### src/sar_ctrl_pkg.sv
// Shared constants and types for the converter control block.
package sar_ctrl_pkg;

    localparam int          RESULT_WIDTH   = 12;
    localparam int          SHORT_BITS     = 8;
    localparam int          BYTE_WIDTH     = 8;
    localparam int          NIBBLE_WIDTH   = 4;
    localparam int          CLK_PERIOD_PS  = 8000;

    // Conversion times excluding acquisition, in nanoseconds.
    localparam int          CONV12_TIME_NS = 18000;
    localparam int          CONV8_TIME_NS  = 12000;
    // Acquisition delay in the legacy emulation mode, in nanoseconds.
    localparam int          ACQ_TIME_NS    = 4000;
    // Settle time after the result is latched before busy falls, in nanoseconds.
    localparam int          LATCH_TIME_NS  = 16;

    // One bit is resolved per bit period; longest time rounds down.
    localparam int          BIT_CYCLES     = (CONV12_TIME_NS * 1000) / (CLK_PERIOD_PS * RESULT_WIDTH);
    localparam int          ACQ_CYCLES     = (ACQ_TIME_NS * 1000 + CLK_PERIOD_PS - 1) / CLK_PERIOD_PS;
    localparam int          LATCH_CYCLES   = (LATCH_TIME_NS * 1000 + CLK_PERIOD_PS - 1) / CLK_PERIOD_PS;

    localparam int          CNT_WIDTH      = 10;
    localparam logic [CNT_WIDTH-1:0] BIT_CNT_MAX   = CNT_WIDTH'(BIT_CYCLES - 1);
    localparam logic [CNT_WIDTH-1:0] ACQ_CNT_MAX   = CNT_WIDTH'(ACQ_CYCLES - 1);
    localparam logic [CNT_WIDTH-1:0] LATCH_CNT_MAX = CNT_WIDTH'(LATCH_CYCLES - 1);
    localparam logic [CNT_WIDTH-1:0] CNT_ZERO      = 10'h000;

    localparam logic [3:0]  LAST_BIT_12    = 4'h0;
    localparam logic [3:0]  LAST_BIT_8     = 4'h4;
    localparam logic [3:0]  FIRST_BIT      = 4'hb;
    localparam logic [RESULT_WIDTH-1:0] RESULT_RESET = 12'h000;
    localparam logic [NIBBLE_WIDTH-1:0] NIBBLE_ZERO  = 4'h0;

    // Control inputs as seen after synchronisation.
    typedef struct packed {
        logic chipEnable;
        logic deviceSelectN;
        logic readConvertN;
        logic byteAddrShortCycle;
        logic wordWidthSelect;
    } ctrl_type;

    // Capacitor array switch settings: one bit per element, 1 = reference.
    typedef struct packed {
        logic                    msbSampleSwitch;
        logic                    comparatorZeroSwitch;
        logic [RESULT_WIDTH-1:0] arrayToRef;
    } array_type;

    typedef enum logic [2:0] {
        ST_TRACK,
        ST_ACQUIRE,
        ST_TRIAL,
        ST_LATCH
    } conv_state_type;

endpackage

### src/sar_adc_host_control.sv
// Control and sequencing logic of a sampling successive-approximation converter.
`timescale 1ns/10ps
`default_nettype none

module sar_adc_host_control
    import sar_ctrl_pkg::*;
(
    input  wire logic                    clk,
    input  wire logic                    resetn,
    input  wire logic                    chipEnable,
    input  wire logic                    deviceSelectN,
    input  wire logic                    readConvertN,
    input  wire logic                    byteAddrShortCycle,
    input  wire logic                    wordWidthSelect,
    input  wire logic                    legacyEmulationMode,
    input  wire logic                    comparatorHigh,
    output logic                         busy,
    output logic [RESULT_WIDTH-1:0]      resultBusOut,
    output logic [RESULT_WIDTH-1:0]      resultBusOeN,
    output logic                         msbSampleSwitch,
    output logic                         comparatorZeroSwitch,
    output logic [RESULT_WIDTH-1:0]      arrayToRef
);

    ctrl_type                ctrlMeta_r;
    ctrl_type                ctrl_r;
    ctrl_type                ctrlPrev_r;
    logic                    emuMeta_r;
    logic                    emu_r;
    logic                    cmpMeta_r;
    logic                    cmp_r;

    conv_state_type          state_r;
    logic [CNT_WIDTH-1:0]    cnt_r;
    logic [3:0]              bitIdx_r;
    logic                    shortCycle_r;
    logic                    resultShort_r;
    logic [RESULT_WIDTH-1:0] trial_r;
    logic [RESULT_WIDTH-1:0] result_r;
    logic [RESULT_WIDTH-1:0] result_nxt;
    logic                    busy_r;
    logic                    startEvent;
    logic                    qualified;
    logic                    qualifiedPrev;
    logic                    lastBit;
    logic                    readEnable;

    // Every control pin is asynchronous to clk, so each passes two flip-flops first.
    always_ff @(posedge clk or negedge resetn) begin
        if (!resetn) begin
            ctrlMeta_r <= '0;
            ctrl_r     <= '0;
            ctrlPrev_r <= '0;
            emuMeta_r  <= 1'b0;
            emu_r      <= 1'b0;
            cmpMeta_r  <= 1'b0;
            cmp_r      <= 1'b0;
        end else begin
            ctrlMeta_r <= '{chipEnable, deviceSelectN, readConvertN,
                            byteAddrShortCycle, wordWidthSelect};
            ctrl_r     <= ctrlMeta_r;
            ctrlPrev_r <= ctrl_r;
            emuMeta_r  <= legacyEmulationMode;
            emu_r      <= emuMeta_r;
            cmpMeta_r  <= comparatorHigh;
            cmp_r      <= cmpMeta_r;
        end
    end

    // A start is the moment the three-way qualifier becomes true, whichever pin
    // completed it; several pins changing together still give one start.
    function automatic logic startQualified(input ctrl_type c);
        startQualified = c.chipEnable && !c.deviceSelectN && !c.readConvertN;
    endfunction

    assign qualified     = startQualified(ctrl_r);
    assign qualifiedPrev = startQualified(ctrlPrev_r);
    assign startEvent    = qualified && !qualifiedPrev;

    assign lastBit = (bitIdx_r == (shortCycle_r ? LAST_BIT_8 : LAST_BIT_12));

    // Sequencer: tracking, optional acquisition, one trial per bit period, latch.
    always_ff @(posedge clk or negedge resetn) begin
        if (!resetn) begin
            state_r  <= ST_TRACK;
            cnt_r    <= CNT_ZERO;
            bitIdx_r <= FIRST_BIT;
        end else begin
            case (state_r)
                ST_TRACK: begin
                    cnt_r    <= CNT_ZERO;
                    bitIdx_r <= FIRST_BIT;
                    if (startEvent) begin
                        state_r <= emu_r ? ST_ACQUIRE : ST_TRIAL;
                    end
                end
                ST_ACQUIRE: begin
                    if (cnt_r == ACQ_CNT_MAX) begin
                        cnt_r   <= CNT_ZERO;
                        state_r <= ST_TRIAL;
                    end else begin
                        cnt_r <= cnt_r + 1'b1;
                    end
                end
                ST_TRIAL: begin
                    if (cnt_r == BIT_CNT_MAX) begin
                        cnt_r <= CNT_ZERO;
                        if (lastBit) begin
                            state_r <= ST_LATCH;
                        end else begin
                            bitIdx_r <= bitIdx_r - 1'b1;
                        end
                    end else begin
                        cnt_r <= cnt_r + 1'b1;
                    end
                end
                ST_LATCH: begin
                    if (cnt_r == LATCH_CNT_MAX) begin
                        cnt_r   <= CNT_ZERO;
                        state_r <= ST_TRACK;
                    end else begin
                        cnt_r <= cnt_r + 1'b1;
                    end
                end
                default: begin
                    state_r  <= ST_TRACK;
                    cnt_r    <= CNT_ZERO;
                    bitIdx_r <= FIRST_BIT;
                end
            endcase
        end
    end

    // The length is latched at every start transition, even one that arrives
    // mid-conversion; only the length is affected, the sequence is not restarted.
    always_ff @(posedge clk or negedge resetn) begin
        if (!resetn) begin
            shortCycle_r <= 1'b0;
        end else if (startEvent) begin
            shortCycle_r <= ctrl_r.byteAddrShortCycle;
        end
    end

    // Trial register: set the bit under test, keep or drop it by the comparator.
    always_ff @(posedge clk or negedge resetn) begin
        if (!resetn) begin
            trial_r <= RESULT_RESET;
        end else if (state_r == ST_TRACK && startEvent) begin
            trial_r <= RESULT_RESET;
        end else if (state_r == ST_TRIAL) begin
            if (cnt_r == CNT_ZERO) begin
                trial_r[bitIdx_r] <= 1'b1;
            end else if (cnt_r == BIT_CNT_MAX) begin
                trial_r[bitIdx_r] <= cmp_r;
            end
        end
    end

    // The last decision is still in flight in the trial register, so the
    // result takes the comparator directly for the bit under test.
    always_comb begin
        result_nxt           = trial_r;
        result_nxt[bitIdx_r] = cmp_r;
        if (shortCycle_r) begin
            result_nxt[NIBBLE_WIDTH-1:0] = NIBBLE_ZERO;
        end
    end

    // The result is latched on entry to the latch state, before busy falls.
    always_ff @(posedge clk or negedge resetn) begin
        if (!resetn) begin
            result_r      <= RESULT_RESET;
            resultShort_r <= 1'b0;
        end else if (state_r == ST_TRIAL && cnt_r == BIT_CNT_MAX && lastBit) begin
            result_r      <= result_nxt;
            resultShort_r <= shortCycle_r;
        end
    end

    always_ff @(posedge clk or negedge resetn) begin
        if (!resetn) begin
            busy_r <= 1'b0;
        end else if (state_r == ST_TRACK) begin
            busy_r <= startEvent;
        end else if (state_r == ST_LATCH && cnt_r == LATCH_CNT_MAX) begin
            busy_r <= 1'b0;
        end
    end

    assign busy = busy_r;

    // Array switches: sampling outside a conversion; once the last bit is
    // resolved the sampler tracks again while busy still stands.
    always_comb begin
        if (state_r == ST_ACQUIRE || state_r == ST_TRIAL) begin
            msbSampleSwitch      = 1'b0;
            comparatorZeroSwitch = 1'b0;
            arrayToRef           = trial_r;
        end else begin
            msbSampleSwitch      = 1'b1;
            comparatorZeroSwitch = 1'b1;
            arrayToRef           = RESULT_RESET;
        end
    end

    assign readEnable = ctrl_r.chipEnable && !ctrl_r.deviceSelectN
                        && ctrl_r.readConvertN && !busy_r;

    always_ff @(posedge clk or negedge resetn) begin
        if (!resetn) begin
            resultBusOut <= RESULT_RESET;
        end else if (ctrl_r.wordWidthSelect) begin
            resultBusOut <= result_r;
        end else if (ctrl_r.byteAddrShortCycle) begin
            resultBusOut <= {NIBBLE_ZERO, result_r[NIBBLE_WIDTH-1:0], NIBBLE_ZERO};
        end else begin
            resultBusOut <= {NIBBLE_ZERO, result_r[RESULT_WIDTH-1:NIBBLE_WIDTH]};
        end
    end

    // Output enables are active low; byte mode drives only the low eight lines,
    // so the two bytes can never drive together however the select moves.
    always_comb begin
        resultBusOeN = {RESULT_WIDTH{1'b1}};
        if (readEnable) begin
            if (ctrl_r.wordWidthSelect) begin
                resultBusOeN = '0;
            end else begin
                resultBusOeN[BYTE_WIDTH-1:0] = '0;
            end
        end
    end

endmodule

`default_nettype wire

### config.mk
export PLATFORM = sky130hd
export DESIGN_NAME = sar_adc_host_control
export DESIGN_NICKNAME = d
export VERILOG_FILES = /design/src/sar_ctrl_pkg.sv /design/src/sar_adc_host_control.sv
export SDC_FILE = /design/constraint.sdc
export NUM_CORES = 1
export LEC_CHECK = 0
export BUFFER_PORTS_ARGS = -buffer_cell sky130_fd_sc_hd__buf_2
export CORE_MARGIN = 3
export CORE_UTILIZATION = 30
export CTS_CLUSTER_DIAMETER = 100
export DETAILED_ROUTE_END_ITERATION = 6
export SLEW_MARGIN = 20
export SYNTH_ARGS = -nofsm -noshare
export SYNTH_HDL_FRONTEND = slang
export SYNTH_SLANG_ARGS = --single-unit
### constraint.sdc
create_clock -name clk -period 2.3 [get_ports clk]
set_input_delay 0.115 -clock clk [delete_from_list [all_inputs] [get_ports clk]]
set_output_delay 0.115 -clock clk [all_outputs]
set_load 0.1 [all_outputs]
==> results.py <==
metrics = {
    "pwr": {
        "p_seq_frac": 0.349,
        "netSwitchingPower_mw": 1.52,
        "power_switching_share": 0.384,
        "cellLeakagePower_nw": 1.97,
        "vdd.ir_drop.worst_v": 0.000505,
        "cellInternalPower_mw": 2.44,
        "comb_power_share": 0.294,
        "power.density_cell_area_nw_per_um2": 950,
        "clock_power_share": 0.357,
    },
    "sta": {
        "drv_slew": 0,
        "summed_negative_setup_slack_over_all_endpoints_ns": 0,
        "layout_worst_path_cycle_share": 0.918,
        "worst_rel_slew_slack": 0.668,
        "max_slew.worst_pin.slew_ns": 0.498,
        "final_hold_viol_count": 0,
        "fin_worst_skew_ns": 0.00489,
        "grt_setup_unrepaired": "false",
        "finalSetupViolations": 0,
        "finalWorstPathRequiredPeriod_ns": 2.11,
        "setup_slack_ns": 0.189,
        "max_freq_mhz": 474,
    },
    "die": {
        "die_width_microns": 112,
        "floorplan.die_area_sq_um": 12600,
        "top_level_ports": 48,
        "start_util": 0.310,
        "placeableCoreArea_sq_um": 10900,
        "chipHeight_microns": 112,
        "num_rows": 38,
    },
    "setup_path": {
        "critical_path_peak_fanout": 13,
        "r2r_end": "result_r[0]",
        "reg2regPathDepth": 7,
        "r2r_slack_ns": 0.26,
        "r2r-start": "bitIdx_r[0]",
        "crit_type": "reg -> out",
        "critPathArrivalTime_ns": 2.00,
        "crit_required_ns": 2.18,
        "critPathCaptureType": "primary output",
        "startpoint_type": "register",
    },
    "logic_synthesis": {
        "synth.net_count": 345,
        "yosys_warnings": 0,
        "mappedNetlistArea_sq_um": 3390,
        "number_of_flip_flops_and_latches_in_the_synthesized_netlist": 71,
        "synth_sequential_area_ratio": 0.525,
        "dominantRegCellSynth": "dfrtp_1",
        "synthArstFlopShare": 1.00,
        "synth.distinct_cells": 46,
        "synthesis.instances": 322,
        "synth_area_per_cell_sq_um": 10.5,
        "synth_enable_flop_cells": 0,
    },
    "status": {
        "status": "finished, final reports clean",
    },
    "place": {
        "io_buffers": 47,
        "place_inst": 497,
        "pre_cts_ws_ns": 0.241,
        "place_hpwl_microns": 5080,
        "place.gp.congestion": 0.840,
    },
    "cts": {
        "cts.htree.levels": 3,
        "cts_root_buffer": "clkbuf_16",
        "clock-sinks": 71,
        "tritoncts_clock_tree": "done",
        "number_of_buffers_created_by_cts": 9,
        "clk_pin_slew_worst_paths_ns": 0.06,
        "worstSkewPairLatency_ns": 0.34,
        "setup_bufs_post_cts": 0,
        "cts.path.max_buffers": 2,
    },
    "finish": {
        "mostFrequentLayoutCell": "dfrtp_1",
        "n_fill_cell": 1096,
        "most_frequent_cells_in_the_layout": "dfrtp_1, buf_2, nand2_1",
        "drive_above_1_share": 0.247,
        "fin_nets": 399,
        "final_core_utilization": 0.381,
        "combined_area_of_the_multi_input_logic_cells_sq_um": 1440,
        "antennaDiodeCount": 0,
        "finalNonFillerCells": 521,
        "register_area_sq_um": 1780,
        "area_growth_pct": 22.8,
    },
    "global_routing": {
        "grt_antenna_before_repair": 0,
        "globalRouteOverflowTotal": 0,
        "first_global_vias": 2463,
        "track_usage": 0.120,
        "first_pass_grt_wire_length_microns": 12200,
        "maximum_number_of_pins_on_one_net_before_global_route_repair": 52,
    },
    "route": {
        "route.detailed.wl_per_inst_microns": 13.5,
        "finalWirelength_microns": 7020,
        "initialDrtViolationCount": 138,
        "drtAntennaViolNets": 0,
        "vias_per_inst": 4.74,
        "dr_total_vias": 2468,
        "drt_pre_antenna_iters": 4,
        "post-route-drc-count": 0,
    },
    "hold_path": {
        "hold_path_class": "in -> async",
    },
    "flow_run": {
        "timing.max_cap.violations": 0,
    },
}
-- power groups by stage --
stage          registers (mW)  clock network, mW  logic [mW]
2_1_floorplan            1.41                  0       0.923
3_3_place_gp             1.40                  0        1.15
3_5_place_dp             1.40                  0        1.16
4_1_cts                  1.38               1.45        1.17
5_1_grt                  1.39               1.50        1.27
6_report                 1.38               1.41        1.16
-- worst max-delay path, stage by stage (launching register included) --
cell and delay, ns:
dfrtp_1 0.40, inv_1 0.11, ha_1 0.50, and2_1 0.22, buf_2 0.43
-- synthesized netlist by cell type, types with 4 or more instances --
library cell  instances  area, sq um
dfrtp_1              68         1700
nand2_1              32          120
nor2_1               31          116
and2_1               16          100
a21oi_1              14         70.1
ha_1                 14          175
inv_1                14         52.6
nand3_1              13         65.1
mux2i_1              12          120
buf_4                11         82.6
o211ai_1             10         75.1
o31ai_1              10         75.1
o21ai_0               9         45.0
clkbuf_1              8         30.0
a22o_1                6         52.6
mux2_2                5         56.3
xor2_1                5         43.8
nand4_1               4         25.0
xnor2_1               4         35.0
-- metrics by stage --
step | total power [mW] | cell area (sq um) | hold slack (ns)
2_1_floorplan | 2.34 | 3400 | -0.181
3_3_place_gp | 2.55 | 3780 | 0.109
3_5_place_dp | 2.56 | 3780 | 0.112
4_1_cts | 4.01 | 4170 | 0.281
5_1_grt | 4.16 | 4170 | 0.338
6_report | 3.96 | 4170 | 0.270
-- cell families after synthesis --
logic type | Yosys count | synth area share
simple gates | 117 | 0.175
flops | 71 | 0.525
compound gates | 58 | 0.119
buf+inv | 36 | 0.0549
mux | 17 | 0.0520
fa+ha+maj | 14 | 0.0516
xor+xnor | 9 | 0.0232
-- how the worst max path moves through the flow --
stage                            from          endpoint  slack (ns)  cells after the start
after floorplan                  busy  resultBusOeN[10]        0.08                      3
after global placement    bitIdx_r[0]       result_r[2]        0.34                      7
after detailed placement  bitIdx_r[0]       result_r[1]        0.24                      7
after CTS                  state_r[0]     arrayToRef[8]        0.15                      4
after global routing       state_r[1]     arrayToRef[4]         0.1                      4
final                      state_r[0]     arrayToRef[8]        0.19                      4
-- cell type report --
| type | count | share of cell area |
|---|---|---|
| clock buffers | 9 | 0.0541 |
| clock inverters | 7 | 0.0189 |
| inverters | 14 | 0.0126 |
| multi-input cells | 215 | 0.345 |
| flip-flops and latches | 71 | 0.428 |
| well taps | 140 | 0.0420 |
| repair buffers | 65 | 0.0997 |
-- registers in the layout, summed over array words and instances (netlist names) --
register	cells
bitIdx_r	4
busy	1
cmpMeta_r	1
cmp_r	1
cnt_r	10
ctrlMeta_r	5
ctrlPrev_r	3
ctrl_r	5
emuMeta_r	1
emu_r	1
resultBusOut	12
result_r	12
shortCycle_r	1
state_r	2
trial_r	12
-- per-layer routing --
layer | track usage | share of wire | vias up
met5 | 0 | 0 | -
met4 | 0.0497 | 0.017 | 0
met3 | 0.0340 | 0.046 | 12
met2 | 0.196 | 0.48 | 55
met1 | 0.150 | 0.45 | 1182
li1 | - | - | 1219
-- timing repair --
item / in CTS / in global routing
resized for setup: 0 / 0
endpoints found under the hold margin: 27 / 0
hold buffers: 8 / 0
No activity file was read; power rests on OpenSTA's default activity.
